## src/iem_pkg.sv

```systemverilog
// Constants for the interrupt enable masking block: register addresses,
// bit positions, reset values and source indices.
// Assumes an 8-bit special-function register bus with bit addressing.
`default_nettype none
package iem_pkg;
   localparam int         IEM_REG_W        = 8;
   localparam logic [7:0] IEM_MAIN_ADDR    = 8'hA8;
   localparam logic [7:0] IEM_EXT1_ADDR    = 8'hE6;
   localparam logic [7:0] IEM_RESET_VAL    = 8'h00;
   localparam logic [7:0] IEM_UNMAPPED_RD  = 8'h00;
   // Upper five bits of the bit address that lands on the main register
   localparam logic [4:0] IEM_MAIN_BIT_BASE = 5'h15;

   // Main mask register bit positions
   localparam int IEM_B_GLOBAL     = 7;
   localparam int IEM_B_SERIAL     = 6;
   localparam int IEM_B_TIMER2     = 5;
   localparam int IEM_B_ASYNC      = 4;
   localparam int IEM_B_TIMER1     = 3;
   localparam int IEM_B_EXT1       = 2;
   localparam int IEM_B_TIMER0     = 1;
   localparam int IEM_B_EXT0       = 0;
   // Extended mask register bit positions
   localparam int IEM_B_LIN        = 7;
   localparam int IEM_B_TIMER3     = 6;
   localparam int IEM_B_COMP1      = 5;
   localparam int IEM_B_COMP0      = 4;
   localparam int IEM_B_COUNTER    = 3;
   localparam int IEM_B_CONV       = 2;
   localparam int IEM_B_WINDOW     = 1;
   localparam int IEM_B_TWO_WIRE   = 0;

   // Request vector: main sources at their bit, extended ones above them
   localparam int IEM_NSRC         = 15;
   localparam int IEM_EXT_OFS      = 7;
endpackage
`default_nettype wire

```

## src/iem_top.sv

```systemverilog
// Interrupt enable masking: main and first extended mask registers and
// the per-source gating of pending flags toward the core.
// Assumes pending flags come from same-clock logic; external inputs are
// already polarity-corrected but asynchronous, so they are synchronised.
//
// What this block does
// (RULE1) Global enable bit 7 overrides all masks; zero blocks every source.
// (RULE2) Main bit 6 gates all serial peripheral unit requests.
// (RULE3) Main bit 5 passes timer two low or high overflow requests.
// (RULE4) Main bit 4 masks the asynchronous serial port interrupt.
// (RULE5) Main bit 3 passes timer one overflow requests.
// (RULE6) Main bit 2 passes external input one requests.
// (RULE7) Main bit 1 passes timer zero overflow requests.
// (RULE8) Main bit 0 passes external input zero requests.
// (RULE9) Extended bit 7 passes the LIN unit interrupt flag.
// (RULE10) Extended bit 6 passes timer three low or high overflow requests.
// (RULE11) Extended bit 5 passes comparator one rise or fall flags.
// (RULE12) Extended bit 4 passes comparator zero rise or fall flags.
// (RULE13) Extended bit 3 gates all counter array requests.
// (RULE14) Extended bit 2 passes the conversion complete flag.
// (RULE15) Extended bit 1 passes the window comparison flag.
// (RULE16) Extended bit 0 gates all two-wire bus unit requests.
// (RULE17) Main register sits at 0xA8 on every page, bit addressable.
// (RULE18) Extended register sits at 0xE6 on every page.
// (RULE19) Each request is flags AND own mask AND global, every clock.
// (RULE20) All mask bits read and write, and clear to zero on reset.
`timescale 1ns/1ps
`default_nettype none
module iem_top
   import iem_pkg::*;
(
   input  wire logic                 sys_clk,
   input  wire logic                 rst,
   input  wire logic [7:0]           sfr_addr,
   input  wire logic                 sfr_wr,
   input  wire logic [IEM_REG_W-1:0] sfr_wdata,
   input  wire logic                 sfr_rd,
   output logic      [IEM_REG_W-1:0] sfr_rdata,
   input  wire logic [7:0]           sfr_bit_addr,
   input  wire logic                 sfr_bit_wr,
   input  wire logic                 sfr_bit_wval,
   input  wire logic                 sfr_bit_rd,
   output logic                      sfr_bit_rdata,
   input  wire logic                 serial_periph_unit_req,
   input  wire logic                 timer_two_low_overflow_flag,
   input  wire logic                 timer_two_high_overflow_flag,
   input  wire logic                 async_serial_unit_req,
   input  wire logic                 timer_one_overflow_flag,
   input  wire logic                 ext_irq_input_one,
   input  wire logic                 timer_zero_overflow_flag,
   input  wire logic                 ext_irq_input_zero,
   input  wire logic                 lin_unit_irq_flag,
   input  wire logic                 timer_three_low_overflow_flag,
   input  wire logic                 timer_three_high_overflow_flag,
   input  wire logic                 comparator_one_rise_flag,
   input  wire logic                 comparator_one_fall_flag,
   input  wire logic                 comparator_zero_rise_flag,
   input  wire logic                 comparator_zero_fall_flag,
   input  wire logic                 programmable_counter_array_req,
   input  wire logic                 conversion_done_flag,
   input  wire logic                 window_compare_flag,
   input  wire logic                 two_wire_bus_unit_req,
   output logic                      serial_periph_irq,
   output logic                      timer_two_irq,
   output logic                      async_serial_irq,
   output logic                      timer_one_irq,
   output logic                      ext_input_one_irq,
   output logic                      timer_zero_irq,
   output logic                      ext_input_zero_irq,
   output logic                      lin_unit_irq,
   output logic                      timer_three_irq,
   output logic                      comparator_one_irq,
   output logic                      comparator_zero_irq,
   output logic                      counter_array_irq,
   output logic                      conversion_done_irq,
   output logic                      window_compare_irq,
   output logic                      two_wire_bus_irq
);

   logic [IEM_REG_W-1:0] main_q;
   logic [IEM_REG_W-1:0] ext1_q;
   logic [1:0]           ext_meta_q;
   logic [1:0]           ext_sync_q;
   logic [IEM_NSRC-1:0]  pend;
   logic [IEM_NSRC-1:0]  gate;
   logic [IEM_NSRC-1:0]  req_d;
   logic [IEM_NSRC-1:0]  req_q;
   logic                 main_sel;
   logic                 ext1_sel;
   logic                 bit_sel;
   logic [2:0]           bit_idx;

   // Register page is not decoded: both registers answer on every page
   assign main_sel = (sfr_addr == IEM_MAIN_ADDR); // RULE17
   assign ext1_sel = (sfr_addr == IEM_EXT1_ADDR); // RULE18
   assign bit_sel  = (sfr_bit_addr[7:3] == IEM_MAIN_BIT_BASE); // RULE17
   assign bit_idx  = sfr_bit_addr[2:0];

   // Byte write wins over a bit write landing in the same cycle
   always_ff @(posedge sys_clk) begin
      if (rst) begin
         main_q <= IEM_RESET_VAL; // RULE20
      end else if (sfr_wr && main_sel) begin
         main_q <= sfr_wdata; // RULE17
      end else if (sfr_bit_wr && bit_sel) begin
         main_q[bit_idx] <= sfr_bit_wval; // RULE17
      end
   end

   always_ff @(posedge sys_clk) begin
      if (rst) begin
         ext1_q <= IEM_RESET_VAL; // RULE20
      end else if (sfr_wr && ext1_sel) begin
         ext1_q <= sfr_wdata; // RULE18
      end
   end

   // Unmapped addresses read as zero so the core sees a defined value
   always_ff @(posedge sys_clk) begin
      if (rst) begin
         sfr_rdata <= IEM_UNMAPPED_RD;
      end else if (sfr_rd) begin
         if (main_sel) begin
            sfr_rdata <= main_q; // RULE20
         end else if (ext1_sel) begin
            sfr_rdata <= ext1_q; // RULE20
         end else begin
            sfr_rdata <= IEM_UNMAPPED_RD;
         end
      end
   end

   always_ff @(posedge sys_clk) begin
      if (rst) begin
         sfr_bit_rdata <= 1'b0;
      end else if (sfr_bit_rd) begin
         sfr_bit_rdata <= bit_sel && main_q[bit_idx]; // RULE17
      end
   end

   // External inputs are pins: two flops before any gating
   always_ff @(posedge sys_clk) begin
      if (rst) begin
         ext_meta_q <= 2'h0;
         ext_sync_q <= 2'h0;
      end else begin
         ext_meta_q <= {ext_irq_input_one, ext_irq_input_zero};
         ext_sync_q <= ext_meta_q;
      end
   end

   always_comb begin
      pend = '0;
      pend[IEM_B_SERIAL] = serial_periph_unit_req; // RULE2
      pend[IEM_B_TIMER2] = timer_two_low_overflow_flag
                         | timer_two_high_overflow_flag; // RULE3
      pend[IEM_B_ASYNC]  = async_serial_unit_req; // RULE4
      pend[IEM_B_TIMER1] = timer_one_overflow_flag; // RULE5
      pend[IEM_B_EXT1]   = ext_sync_q[1]; // RULE6
      pend[IEM_B_TIMER0] = timer_zero_overflow_flag; // RULE7
      pend[IEM_B_EXT0]   = ext_sync_q[0]; // RULE8
      pend[IEM_EXT_OFS + IEM_B_LIN] = lin_unit_irq_flag; // RULE9
      pend[IEM_EXT_OFS + IEM_B_TIMER3] = timer_three_low_overflow_flag
                         | timer_three_high_overflow_flag; // RULE10
      pend[IEM_EXT_OFS + IEM_B_COMP1] = comparator_one_rise_flag
                         | comparator_one_fall_flag; // RULE11
      pend[IEM_EXT_OFS + IEM_B_COMP0] = comparator_zero_rise_flag
                         | comparator_zero_fall_flag; // RULE12
      pend[IEM_EXT_OFS + IEM_B_COUNTER] =
         programmable_counter_array_req; // RULE13
      pend[IEM_EXT_OFS + IEM_B_CONV] = conversion_done_flag; // RULE14
      pend[IEM_EXT_OFS + IEM_B_WINDOW] = window_compare_flag; // RULE15
      pend[IEM_EXT_OFS + IEM_B_TWO_WIRE] = two_wire_bus_unit_req; // RULE16
   end

   // Individual masks line up with the pending vector; bit 7 of main
   // is not a source mask and is left out of this vector
   assign gate  = {ext1_q, main_q[IEM_B_SERIAL:0]};
   assign req_d = pend & gate & {IEM_NSRC{main_q[IEM_B_GLOBAL]}}; // RULE1

   // Registered so the core sees a glitch-free level, one cycle late
   always_ff @(posedge sys_clk) begin
      if (rst) begin
         req_q <= '0;
      end else begin
         req_q <= req_d; // RULE19
      end
   end

   assign serial_periph_irq   = req_q[IEM_B_SERIAL];
   assign timer_two_irq       = req_q[IEM_B_TIMER2];
   assign async_serial_irq    = req_q[IEM_B_ASYNC];
   assign timer_one_irq       = req_q[IEM_B_TIMER1];
   assign ext_input_one_irq   = req_q[IEM_B_EXT1];
   assign timer_zero_irq      = req_q[IEM_B_TIMER0];
   assign ext_input_zero_irq  = req_q[IEM_B_EXT0];
   assign lin_unit_irq        = req_q[IEM_EXT_OFS + IEM_B_LIN];
   assign timer_three_irq     = req_q[IEM_EXT_OFS + IEM_B_TIMER3];
   assign comparator_one_irq  = req_q[IEM_EXT_OFS + IEM_B_COMP1];
   assign comparator_zero_irq = req_q[IEM_EXT_OFS + IEM_B_COMP0];
   assign counter_array_irq   = req_q[IEM_EXT_OFS + IEM_B_COUNTER];
   assign conversion_done_irq = req_q[IEM_EXT_OFS + IEM_B_CONV];
   assign window_compare_irq  = req_q[IEM_EXT_OFS + IEM_B_WINDOW];
   assign two_wire_bus_irq    = req_q[IEM_EXT_OFS + IEM_B_TWO_WIRE];
endmodule
`default_nettype wire

```

## config.mk

```make
export PLATFORM = sky130hd
export DESIGN_NAME = iem_top
export DESIGN_NICKNAME = d
export VERILOG_FILES = /design/src/iem_pkg.sv /design/src/iem_top.sv
export SDC_FILE = /design/constraint.sdc
export NUM_CORES = 1
export LEC_CHECK = 0
export CAP_MARGIN = 25
export CORE_MARGIN = 10
export CORE_UTILIZATION = 30
export CTS_CLUSTER_DIAMETER = 40
export DETAILED_ROUTE_END_ITERATION = 10
export DONT_BUFFER_PORTS = 1
export PLACE_DENSITY = 0.46
export RECOVER_POWER = 50
export SYNTH_ARGS = -nofsm -noshare
export SYNTH_HDL_FRONTEND = slang
export SYNTH_SLANG_ARGS = --single-unit
```

## constraint.sdc

```tcl
create_clock -name sys_clk -period 1.3 [get_ports sys_clk]
set_input_delay 0.065 -clock sys_clk [delete_from_list [all_inputs] [get_ports sys_clk]]
set_output_delay 0.065 -clock sys_clk [all_outputs]
set_load 0.03 [all_outputs]
```

# [Word level (Yosys, flattened, before mapping)]
# Index checks and enable logic that the tools add are counted.
[totals] in_bits=50 reg_bits=44
[op_classes] n_reduce_logical=6 mux=9 magnitude_cmp=2 n_eq_ne=3 bitwise=6
[ops] operator="two-way mux 8 bit" n=4
[ops] operator="AND 15 bit" n=2
[ops] operator="equality test 8 bit (second input constant)" n=2
[ops] operator="bitwise mux 8 bit" n=1
[ops] operator="equality test 5 bit (second input constant)" n=1
[ops] operator="logical AND 1 bit" n=5
[ops] operator="< comparator 3 x 4 -> 1 bit (second input constant)" n=1
[ops] operator="OR 1 bit" n=4
[ops] operator="binary-select mux 1 bit (select 3 bit)" n=1
[ops] operator="demux 1 bit (select 3 bit)" n=1
[ops] operator="greater-or-equal comparator 3 x 1 -> 1 bit (second input constant)" n=1
[ops] operator="two-way mux 1 bit" n=2
[ops] operator="nonzero test 2 bit" n=1

# [Logic depth before layout (Yosys ltp)]
# Gate-level depths: netlist of the first run.
[depth] ltp_word=7 mapped_depth=5 mapped_depth_nobuf=4

# [Worst setup path after synthesis of the first run]
# OpenSTA, ideal clock, no wires.
[synth_timing] path_type="reg-to-reg" start="register main_q[7]" end="register sfr_bit_rdata" period_less_slack_ps=1281 slack_ps=19 setup_time_ps=134 path_stages_with_launch=5 t_required_ps=1166 arrival_time_ps=1147 path_cell_list="dfxtp_1 mux4_2 mux2_2 nand3_1 a21oi_1"
[synth_via] elab_chain_cells=3
[synth_lines] element="from (decl)" line="iem_top.sv:80" source="logic [IEM_REG_W-1:0] main_q;"
[synth_lines] element="from (signal assigned)" line="iem_top.sv:104" source="main_q <= sfr_wdata;"
[synth_lines] element="from (signal, indexed assignment)" line="iem_top.sv:106" source="main_q[bit_idx] <= sfr_bit_wval;"
[synth_lines] element="binary-select mux 1 bit (select 3 bit)" line="iem_top.sv:137" source="sfr_bit_rdata <= bit_sel && main_q[bit_idx];"
[synth_lines] element="two-way mux 1 bit (not written as such)" line="iem_top.sv:137"
[synth_lines] element="logical AND 1 bit" line="iem_top.sv:137"
[synth_lines] element="to (signal assigned)" line="iem_top.sv:137"
[synth_lines] element="to (decl)" line="iem_top.sv:43" source="output logic sfr_bit_rdata,"
# Every way passes these cells. The select of a mux whose other input is x is not followed.
# A chain may end at the register's enable or synchronous reset.

# [Worst setup path in the final report of the first run]
[layout_timing] start="register main_q[3]" end="register sfr_bit_rdata"
# Same word-level chain as after synthesis.

==> metrics.txt, run 1 <==
grt ovf=0; core area=5920 um^2; postcts setup bufs=0; hold path cells=2; Leak=0.000979 uW; clk sink count=44; standard-cell rows=28; most used standard cell by instance count after synthesis=dfxtp_1; WHS Endpoint=sfr_bit_rdata; top_reg_cell synth=dfxtp_1; GR Util met1=0.120; Post-DP HPWL=4.18 mm; Sw Share=0.215; Final Hold Vio Count=0; Cell Pwr Density=1040 nW/um^2; ranking of synthesized cells by instance count=dfxtp_1, nor2_1, mux2i_1; FFs w/ async S/R, synth=0; critical path type=reg -> reg; layout cell share with drive strength beyond 1=0.188; DRC viols=0; total power=2570 uW; Slew @ Worst Pin=562 ps; FILL cells=562; CP arrival=1490 ps; Int Power=2020 uW; Hold WC Path Type=in -> reg; Flop pwr share=0.527; DRT iter0 DRCs=70; Max Freq=0.771 GHz; vias in the first global route=1605; worst r2r src=main_q[3]; nets=278; GR Util met2=0.187; Yosys top cell area share=0.479; fin worst setup slack=3.81 ps; Syn Inst Count=179; min Tclk post-route=1300 ps; Layout area overhead=34.4%; met3 global-route usage=0.0543; RD Place Congestion=0.725; CP Launch Type=register; status=finished clean; Psw=552 uW; worst slack at placement=19.8 ps; EDFF count, synth=0; Hold Crit Start=rst; Final Routed Wirelength=5.50 mm; clock share of power=0.418; Clock transition at path regs=90 ps; top cells by area, synth=dfxtp_1, mux2i_1, a211oi_2, nor2_1, nor2b_1; Cell Area, Synth=1840 um^2; FF+latch count, synth=44; Worst R2R Path Depth=4; Ports=74; Yosys cell types=34; Clk Latency, worst-skew pair=300 ps; Routed Antenna Nets=0; DRT Pass-1 Iters=4; synthesized net count=229; Starting Density=0.311; CTS tree=built; CTS buffer count=5; die area=9660 um^2; Vias=1504; slack of the worst reg-to-reg path=4 ps; Final Cycle Share=0.997; Wirelength per Cell=18.0 um; R2R Path End=sfr_bit_rdata; largest net degree at the start of global routing=30; clock skew=3.40 ps; critical path data required time=1490 ps; Port Buf Inserts=0; Max transition margin=0.624; GRT Total Usage=0.111; die width=98.3 um; Die Y=98.3 um; Most Used Layer, Global Route=met2; number of slew-limit violations in the final report=0; first-pass GRT wire length=8.76 mm; Root Buffer=clkbuf_8; combinational power share=0.054; RSZ-0062 raised after global routing=yes; Syn. warnings=0; Max Root-Sink Buffers=2; H-tree depth reported by CTS=2; setup violators final=0; Mean Syn Cell Area=10.3 um^2; via density per instance=4.93; initial antenna violation count=1; Setup crit end kind=register; Seq/Total Area, Yosys=0.479; VDD IR-drop max=0.000621 V; crit-path max FO=2; MaxCap Viol Count=0; area leader, netlist=dfxtp_1
[kinds of logic (layout without fill, tap and decap cells)]
kind of cell	after synthesis	count (layout)	synth area share
AOI/OAI and AO/OA	29	29	0.128
DFF	44	44	0.479
other	0	1	0
and+or+nand+nor	68	68	0.231
buffers and inverters	19	69	0.0442
muxes	19	19	0.118
[how the worst max path moves through the flow]
stage | endpoint | from | slack, ps | cells after the start
after detailed placement | sfr_bit_rdata | main_q[3] | 20 | 4
after global placement | sfr_bit_rdata | main_q[7] | 40 | 4
after CTS | sfr_bit_rdata | main_q[3] | 3 | 4
after global routing | sfr_bit_rdata | main_q[3] | -30 | 4
final | sfr_bit_rdata | main_q[3] | 4 | 4
after floorplan | sfr_bit_rdata | main_q[7] | 20 | 4
[area by class of cell]
type / instances / area [um^2] / share of cell area
Tap cell: 75 / 93.8 / 0.0380
Clock inverter: 3 / 46.3 / 0.0187
Sequential cell: 44 / 882 / 0.357
Inverter: 9 / 33.8 / 0.0137
Timing Repair Buffer: 52 / 459 / 0.186
Multi-Input combinational cell: 116 / 885 / 0.358
Clock buffer: 5 / 68.8 / 0.0278
Antenna cell: 1 / 2.50 / 0.00101
[critical path: stages (launching register included)]
cell	delay, ps
dfxtp_2	330
mux4_2	460
mux2_4	290
nand3_2	80
a21oi_2	40
[registers in the layout (all words and copies together), names as in the netlist]
signal,flops
req_q,15
ext1_q,8
main_q,8
sfr_rdata,8
ext_meta_q,2
ext_sync_q,2
sfr_bit_rdata,1
[metal layers]
layer | vias up | wire length, um | part of all wire
met1 | 711 | 2280 | 0.41
met4 | 0 | 63 | 0.011
li1 | 740 | - | -
met3 | 4 | 503 | 0.091
met2 | 49 | 2650 | 0.48
met5 | - | 0 | 0
[power by group through the flow]
stage	clock network (uW)	registers, uW	logic (uW)
3_3_place_gp	0	1390	43.4
3_5_place_dp	0	1390	44.5
5_1_grt	1170	1360	150
6_report	1070	1350	140
4_1_cts	1110	1350	141
2_1_floorplan	0	1390	62.5
[stage by stage]
| stage | area, um^2 | instances | utilization | hold WS, ps | setup TNS (ps) |
|---|---|---|---|---|---|
| global placement | 2040 | 265 | 0.345 | 138 | 0 |
| global route | 2470 | 305 | 0.417 | 17.8 | -31.4 |
| detailed placement | 2040 | 265 | 0.345 | 138 | 0 |
| floorplan | 1840 | 179 | - | 193 | 0 |
| finish | 2470 | 305 | 0.417 | 19.4 | 0 |
| CTS | 2480 | 304 | 0.419 | 20.4 | 0 |
[placed cells by master (no fill, tap or decap), types with 4 or more instances in the layout]
master,instances
clkbuf_8,5
dlygate4sd3_1,30
o21ai_0,4
a22oi_1,8
inv_1,9
nor2b_1,13
mux2i_1,16
a211oi_2,8
o22ai_1,8
dfxtp_1,43
clkbuf_1,5
nor2_1,22
buf_4,16
and3_1,11
[repair_timing]
action	in CTS	in global routing
endpoints found under the hold margin	42	0
hold buffers	31	0
endpoints found under the setup margin	0	1
gates resized for setup	0	4
Power figures use the tool's default switching activity.
==> run 2: changes to the inputs <==
--- a/config.mk
+++ b/config.mk
@@ -12,7 +12,6 @@
 export DETAILED_ROUTE_END_ITERATION = 10
 export DONT_BUFFER_PORTS = 1
 export PLACE_DENSITY = 0.46
-export RECOVER_POWER = 50
 export SYNTH_ARGS = -nofsm -noshare
 export SYNTH_HDL_FRONTEND = slang
 export SYNTH_SLANG_ARGS = --single-unit
==> run 2 against run 1 <==
  * Count of clock-buffer cells in the layout unchanged
  * Via count down 0.33%
  * Clock skew about the same
  * Utilization up 0.40 points
  * Sequential share of layout area down 0.34 points
  * Worst setup slack better by 0.74 ps
  * Routed wire length down 0.22%
  * Design area up 0.96%
  * Largest power group unchanged
==> metrics.txt, run 2 (synthesis gave the netlist of run 1 again) <==
status=finished clean (unchanged); fin worst setup slack=4.55 ps (was 3.81 ps); Wirelength per Cell=18.0 um (about the same); Max Freq=0.772 GHz (was 0.771 GHz); Slew @ Worst Pin=427 ps (was 562 ps); layout cell share with drive strength beyond 1=0.218 (was 0.188); post-route cell area=2490 um^2 (was 2470 um^2); worst slack at placement=19.8 ps (unchanged); Min Hold Slack=20.6 ps (was 19.4 ps); CP startpoint=main_q[3] (unchanged); postcts setup bufs=0 (unchanged); Worst R2R Path Depth=4 (unchanged); GRT Total Usage=0.111 (unchanged); commonest non-fill, non-tap cell in the layout=dfxtp_1 (unchanged); Hold WC Path Type=in -> reg (unchanged); die area=9660 um^2 (unchanged); Cell Pwr Density=1030 nW/um^2 (was 1040 nW/um^2); R2R Path End=sfr_bit_rdata (unchanged); CP arrival=1490 ps (about the same); Routed Antenna Nets=0 (unchanged); initial antenna violation count=1 (unchanged); standard-cell rows=28 (unchanged); Setup crit end kind=register (unchanged); Root Buffer=clkbuf_8 (unchanged); grt ovf=0 (unchanged); end of the critical path=sfr_bit_rdata (unchanged); multi-input logic area=890 um^2 (was 885 um^2); met3 routed WL=490 um (was 503 um); critical path data required time=1490 ps (about the same); Starting Density=0.311 (unchanged); number of slew-limit violations in the final report=0 (unchanged); Leak=0.000998 uW (was 0.000979 uW); Port Buf Inserts=0 (unchanged); met1 WL=2.27 mm (was 2.28 mm); Layout area overhead=35.6% (was 34.4%); Slowest cell on crit path=mux4_2 (unchanged); CTS tree=built (unchanged); worst r2r src=main_q[3] (unchanged); Max Root-Sink Buffers=2 (unchanged); Vias=1499 (was 1504); first-pass GRT wire length=8.76 mm (unchanged); Final Cycle Share=0.997 (about the same); commonest non-fill, non-tap cells in the layout=dfxtp_1, dlygate4sd3_1, nor2_1 (unchanged); via density per instance=4.91 (was 4.93); register area=882 um^2 (unchanged); Post-DP HPWL=4.18 mm (unchanged); CP Cell Sequence=mux4_2, mux2_4, nand3_2, a21oi_2 (unchanged); RD Place Congestion=0.725 (unchanged); slack of the worst reg-to-reg path=5 ps (was 4 ps); max FFs per register=15 (unchanged); DRT Pass-1 Iters=4 (unchanged); Worst path max stage delay=460 ps (about the same); largest net degree at the start of global routing=30 (unchanged); MaxCap Viol Count=0 (unchanged); Clk Latency, worst-skew pair=300 ps (about the same); highest metal used=met4 (unchanged); core area=5920 um^2 (unchanged); Die Y=98.3 um (unchanged); FILL cells=558 (was 562); clk sink count=44 (unchanged); Ports=74 (unchanged); Max transition margin=0.715 (was 0.624); min Tclk post-route=1300 ps (about the same); DRC viols=0 (unchanged); VDD IR-drop max=0.000620 V (was 0.000621 V); DRT iter0 DRCs=65 (was 70); Hold Crit Start=rst (unchanged); Placed Area=2040 um^2 (unchanged); critical path type=reg -> reg (unchanged); H-tree depth reported by CTS=2 (unchanged); most flop-heavy register=req_q (unchanged); nets=278 (unchanged); RSZ-0062 raised after global routing=yes (unchanged); clock skew=3.00 ps (was 3.40 ps); Final Routed Wirelength=5.49 mm (was 5.50 mm); CP Launch Type=register (unchanged); routed wl met2=2.67 mm (was 2.65 mm); crit-path max FO=2 (unchanged); CTS buffer count=5 (unchanged); setup violators final=0 (unchanged); Clock transition at path regs=90 ps (about the same); Final Hold Vio Count=0 (unchanged); die width=98.3 um (unchanged); vias in the first global route=1605 (unchanged)
run 2: changes by cell type in the layout (fill, tap and decap cells not counted):
cell / delta
and4bb_1: -1
nand3_1: -1
nand3_2: +1
clkbuf_1: -5
buf_4: +5
and4bb_2: +1
run 2: worst min-delay path by stage:
stage,cells after the start,end
6_report,2,sfr_bit_rdata
3_3_place_gp,1,main_q[5]
2_1_floorplan,1,ext_meta_q[0]
4_1_cts,2,main_q[0]
5_1_grt,2,sfr_bit_rdata
3_5_place_dp,1,main_q[1]
run 2: metrics by stage:
step | total power (uW) | std cells | util | setup TNS, ps
final | 2570 | 305 | 0.421 | 0
after global routing | 2670 | 305 | 0.421 | -31.2
after global placement | 1430 | 265 | 0.345 | 0
after floorplan | 1450 | 179 | - | 0
after detailed placement | 1430 | 265 | 0.345 | 0
after CTS | 2610 | 304 | 0.419 | 0
run 2: critical path: cells and delay by family (launching register included):
family          cells  cell delay (ps)
flops               1              330
mux                 2              750
simple gates        1               80
compound gates      1               40
run 2: repair_timing:
action / in CTS / in global routing
resized for setup: 0 / 4
hold endpoints to repair: 42 / 0
hold buffers: 31 / 0
endpoints found under the setup margin: 0 / 1
run 2: power breakdown:
group | switching [uW] | total (uW) | internal (uW)
Combinational | 55.6 | 141 | 85.2
Clock | 496 | 1080 | 579
Sequential | 1.47 | 1350 | 1350
run 2: area by class of cell:
| type | count | area share |
|---|---|---|
| timing repair buffer | 52 | 0.192 |
| antenna | 1 | 0.00100 |
| sequential | 44 | 0.354 |
| clock buffer | 5 | 0.0276 |
| multi-input combinational | 116 | 0.357 |
| clock inverter | 3 | 0.0186 |
| tap | 75 | 0.0376 |
| inverter | 9 | 0.0135 |
run 2: metal layers:
layer / track usage / vias to the layer above
li1: - / 740
met1: 0.120 / 712
met2: 0.187 / 43
met3: 0.0543 / 4
met4: 0.0364 / 0
met5: 0 / -
==> run 3: changes to the inputs <==
--- a/config.mk
+++ b/config.mk
@@ -6,12 +6,13 @@
 export NUM_CORES = 1
 export LEC_CHECK = 0
 export CAP_MARGIN = 25
+export CORE_ASPECT_RATIO = 1.5
 export CORE_MARGIN = 10
-export CORE_UTILIZATION = 30
+export CORE_UTILIZATION = 55
 export CTS_CLUSTER_DIAMETER = 40
 export DETAILED_ROUTE_END_ITERATION = 10
 export DONT_BUFFER_PORTS = 1
-export PLACE_DENSITY = 0.46
+export PLACE_DENSITY = 0.74
 export SYNTH_ARGS = -nofsm -noshare
 export SYNTH_HDL_FRONTEND = slang
 export SYNTH_SLANG_ARGS = --single-unit
==> run 3 against run 2 <==
  * The flow now finishes with violations (hold timing, setup timing)
  * Largest cell class unchanged
  * Critical endpoint unchanged
  * Clock skew about the same
  * Die area decreased by 37%
  * Design area decreased by 7.8%
  * Power decreased by 10%
  * First-iteration DRC count increased by 57%
==> metrics.txt, run 3 (synthesis gave the netlist of run 1 again) <==
Vias=1492 (was 1499); CTS tree=built (unchanged); number of slew-limit violations in the final report=0 (unchanged); Hold WC Path Type=in -> reg (unchanged); critical path data required time=1490 ps (about the same); Clk Latency, worst-skew pair=290 ps (was 300 ps); Final Cycle Share=1.00 (was 0.997); Max transition margin=0.721 (was 0.715); commonest non-fill, non-tap cell in the layout=dfxtp_1 (unchanged); RSZ-0062 raised after global routing=yes (unchanged); failing checks=hold timing, setup timing; most flop-heavy register=req_q (unchanged); fin worst setup slack=-1.64 ps (was 4.55 ps); largest net degree at the start of global routing=32 (was 30); RD Place Congestion=0.819 (was 0.725); Leak=0.000942 uW (was 0.000998 uW); clk sink count=44 (unchanged); CP Launch Type=register (unchanged); Hold Crit Start=rst (unchanged); layout cell share with drive strength beyond 1=0.221 (was 0.218); nets=266 (was 278); status=finished, violations left (was finished clean); Post-DP HPWL=3.69 mm (was 4.18 mm); Final Routed Wirelength=4.93 mm (was 5.49 mm); CP startpoint=main_q[3] (unchanged); worst slack at placement=-9.60 ps (was 19.8 ps); FILL cells=254 (was 558); GRT Total Usage=0.167 (was 0.111); Die Y=90.8 um (was 98.3 um); Wirelength per Cell=19.2 um (was 18.0 um); Port Buf Inserts=0 (unchanged); setup violators final=1 (was 0); Max Freq=0.768 GHz (was 0.772 GHz); core area=3190 um^2 (was 5920 um^2); Starting Density=0.576 (was 0.311); DRC viols=0 (unchanged); hold_buf cts=21 (was 31); Cell Pwr Density=1000 nW/um^2 (was 1030 nW/um^2); Min Hold Slack=-172 ps (was 20.6 ps); min Tclk post-route=1300 ps (about the same); MaxCap Viol Count=0 (unchanged); H-tree depth reported by CTS=2 (unchanged); worst r2r src=main_q[3] (unchanged); post-layout util=0.721 (was 0.421); multi-input logic area=892 um^2 (was 890 um^2); clock skew=3.33 ps (was 3.00 ps); Final Hold Vio Count=26 (was 0); CP arrival=1490 ps (about the same); CTS buffer count=5 (unchanged); antenna diode count=0 (was 1); initial antenna violation count=0 (was 1); Setup crit end kind=register (unchanged); DRT Pass-1 Iters=4 (unchanged); postcts setup bufs=0 (unchanged); Max Root-Sink Buffers=2 (unchanged); die width=67.2 um (was 98.3 um); grt ovf=0 (unchanged); via density per instance=5.81 (was 4.91); Slew @ Worst Pin=415 ps (was 427 ps); Root Buffer=clkbuf_8 (unchanged); standard-cell rows=25 (was 28); vias in the first global route=1642 (was 1605); Clock transition at path regs=80 ps (was 90 ps); DRT iter0 DRCs=102 (was 65); Layout area overhead=25.0% (was 35.6%); commonest non-fill, non-tap cells in the layout=dfxtp_1, nor2_1, dlygate4sd3_1, buf_4, mux2i_1 (was dfxtp_1, dlygate4sd3_1, nor2_1); max FFs per register=15 (unchanged); Routed Antenna Nets=0 (unchanged); Ports=74 (unchanged); VDD IR-drop max=0.00101 V (was 0.000620 V); register area=883 um^2 (was 882 um^2); crit-path max FO=2 (unchanged); first-pass GRT wire length=7.98 mm (was 8.76 mm); die area=6100 um^2 (was 9660 um^2); critical path type=reg -> reg (unchanged)
[run 3: worst max-delay path, cell delays in order, from the launching register on]
cell and delay (ps):
dfxtp_2 330, mux4_2 480, mux2_4 290, nand3_2 60, a21oi_2 50
[run 3: worst paths after layout]
path / to / slack, ps / depth (start not counted)
max: sfr_bit_rdata / -2 / 4
min: main_q[5] / -170 / 1
max reg2reg: sfr_bit_rdata / -2 / 4
min reg2reg: req_q[2] / 460 / 1
[run 3: cell type report]
class | instances | share of cell area
repair buffers | 40 | 0.152
multi-input cells | 116 | 0.388
flip-flops and latches | 44 | 0.384
inverters | 9 | 0.0147
clock buffers | 8 | 0.0392
well taps | 40 | 0.0218
[run 3: layer usage]
metal | global-route usage | part of all wire
met1 | 0.170 | 0.35
met2 | 0.285 | 0.52
met3 | 0.0745 | 0.12
met4 | 0.0584 | 0.013
met5 | 0 | 0
[run 3: through the flow]
stage / TNS [ps] / total power [uW] / instance area, um^2 / instances
after floorplan: 0 / 1450 / 1840 / 179
final: -1.64 / 2300 / 2300 / 257
after global routing: -6.47 / 2400 / 2300 / 257
after global placement: 0 / 1430 / 1990 / 229
after CTS: -4.98 / 2320 / 2310 / 258
after detailed placement: -9.60 / 1430 / 1990 / 229
[run 3: timing repair]
item / CTS / global route
pin swaps: 2 / 0
endpoints found under the setup margin: 1 / 13
hold endpoints to repair: 42 / 25
gates resized for setup: 4 / 2
[run 3: where the power goes]
group | internal [uW] | switching [uW] | leakage, uW | total (uW)
Combinational | 60.2 | 25.0 | 0.000541 | 85.2
Clock | 433 | 429 | 0.0000455 | 862
Sequential | 1350 | 1.91 | 0.000356 | 1360
Total | 1850 | 456 | 0.000942 | 2300
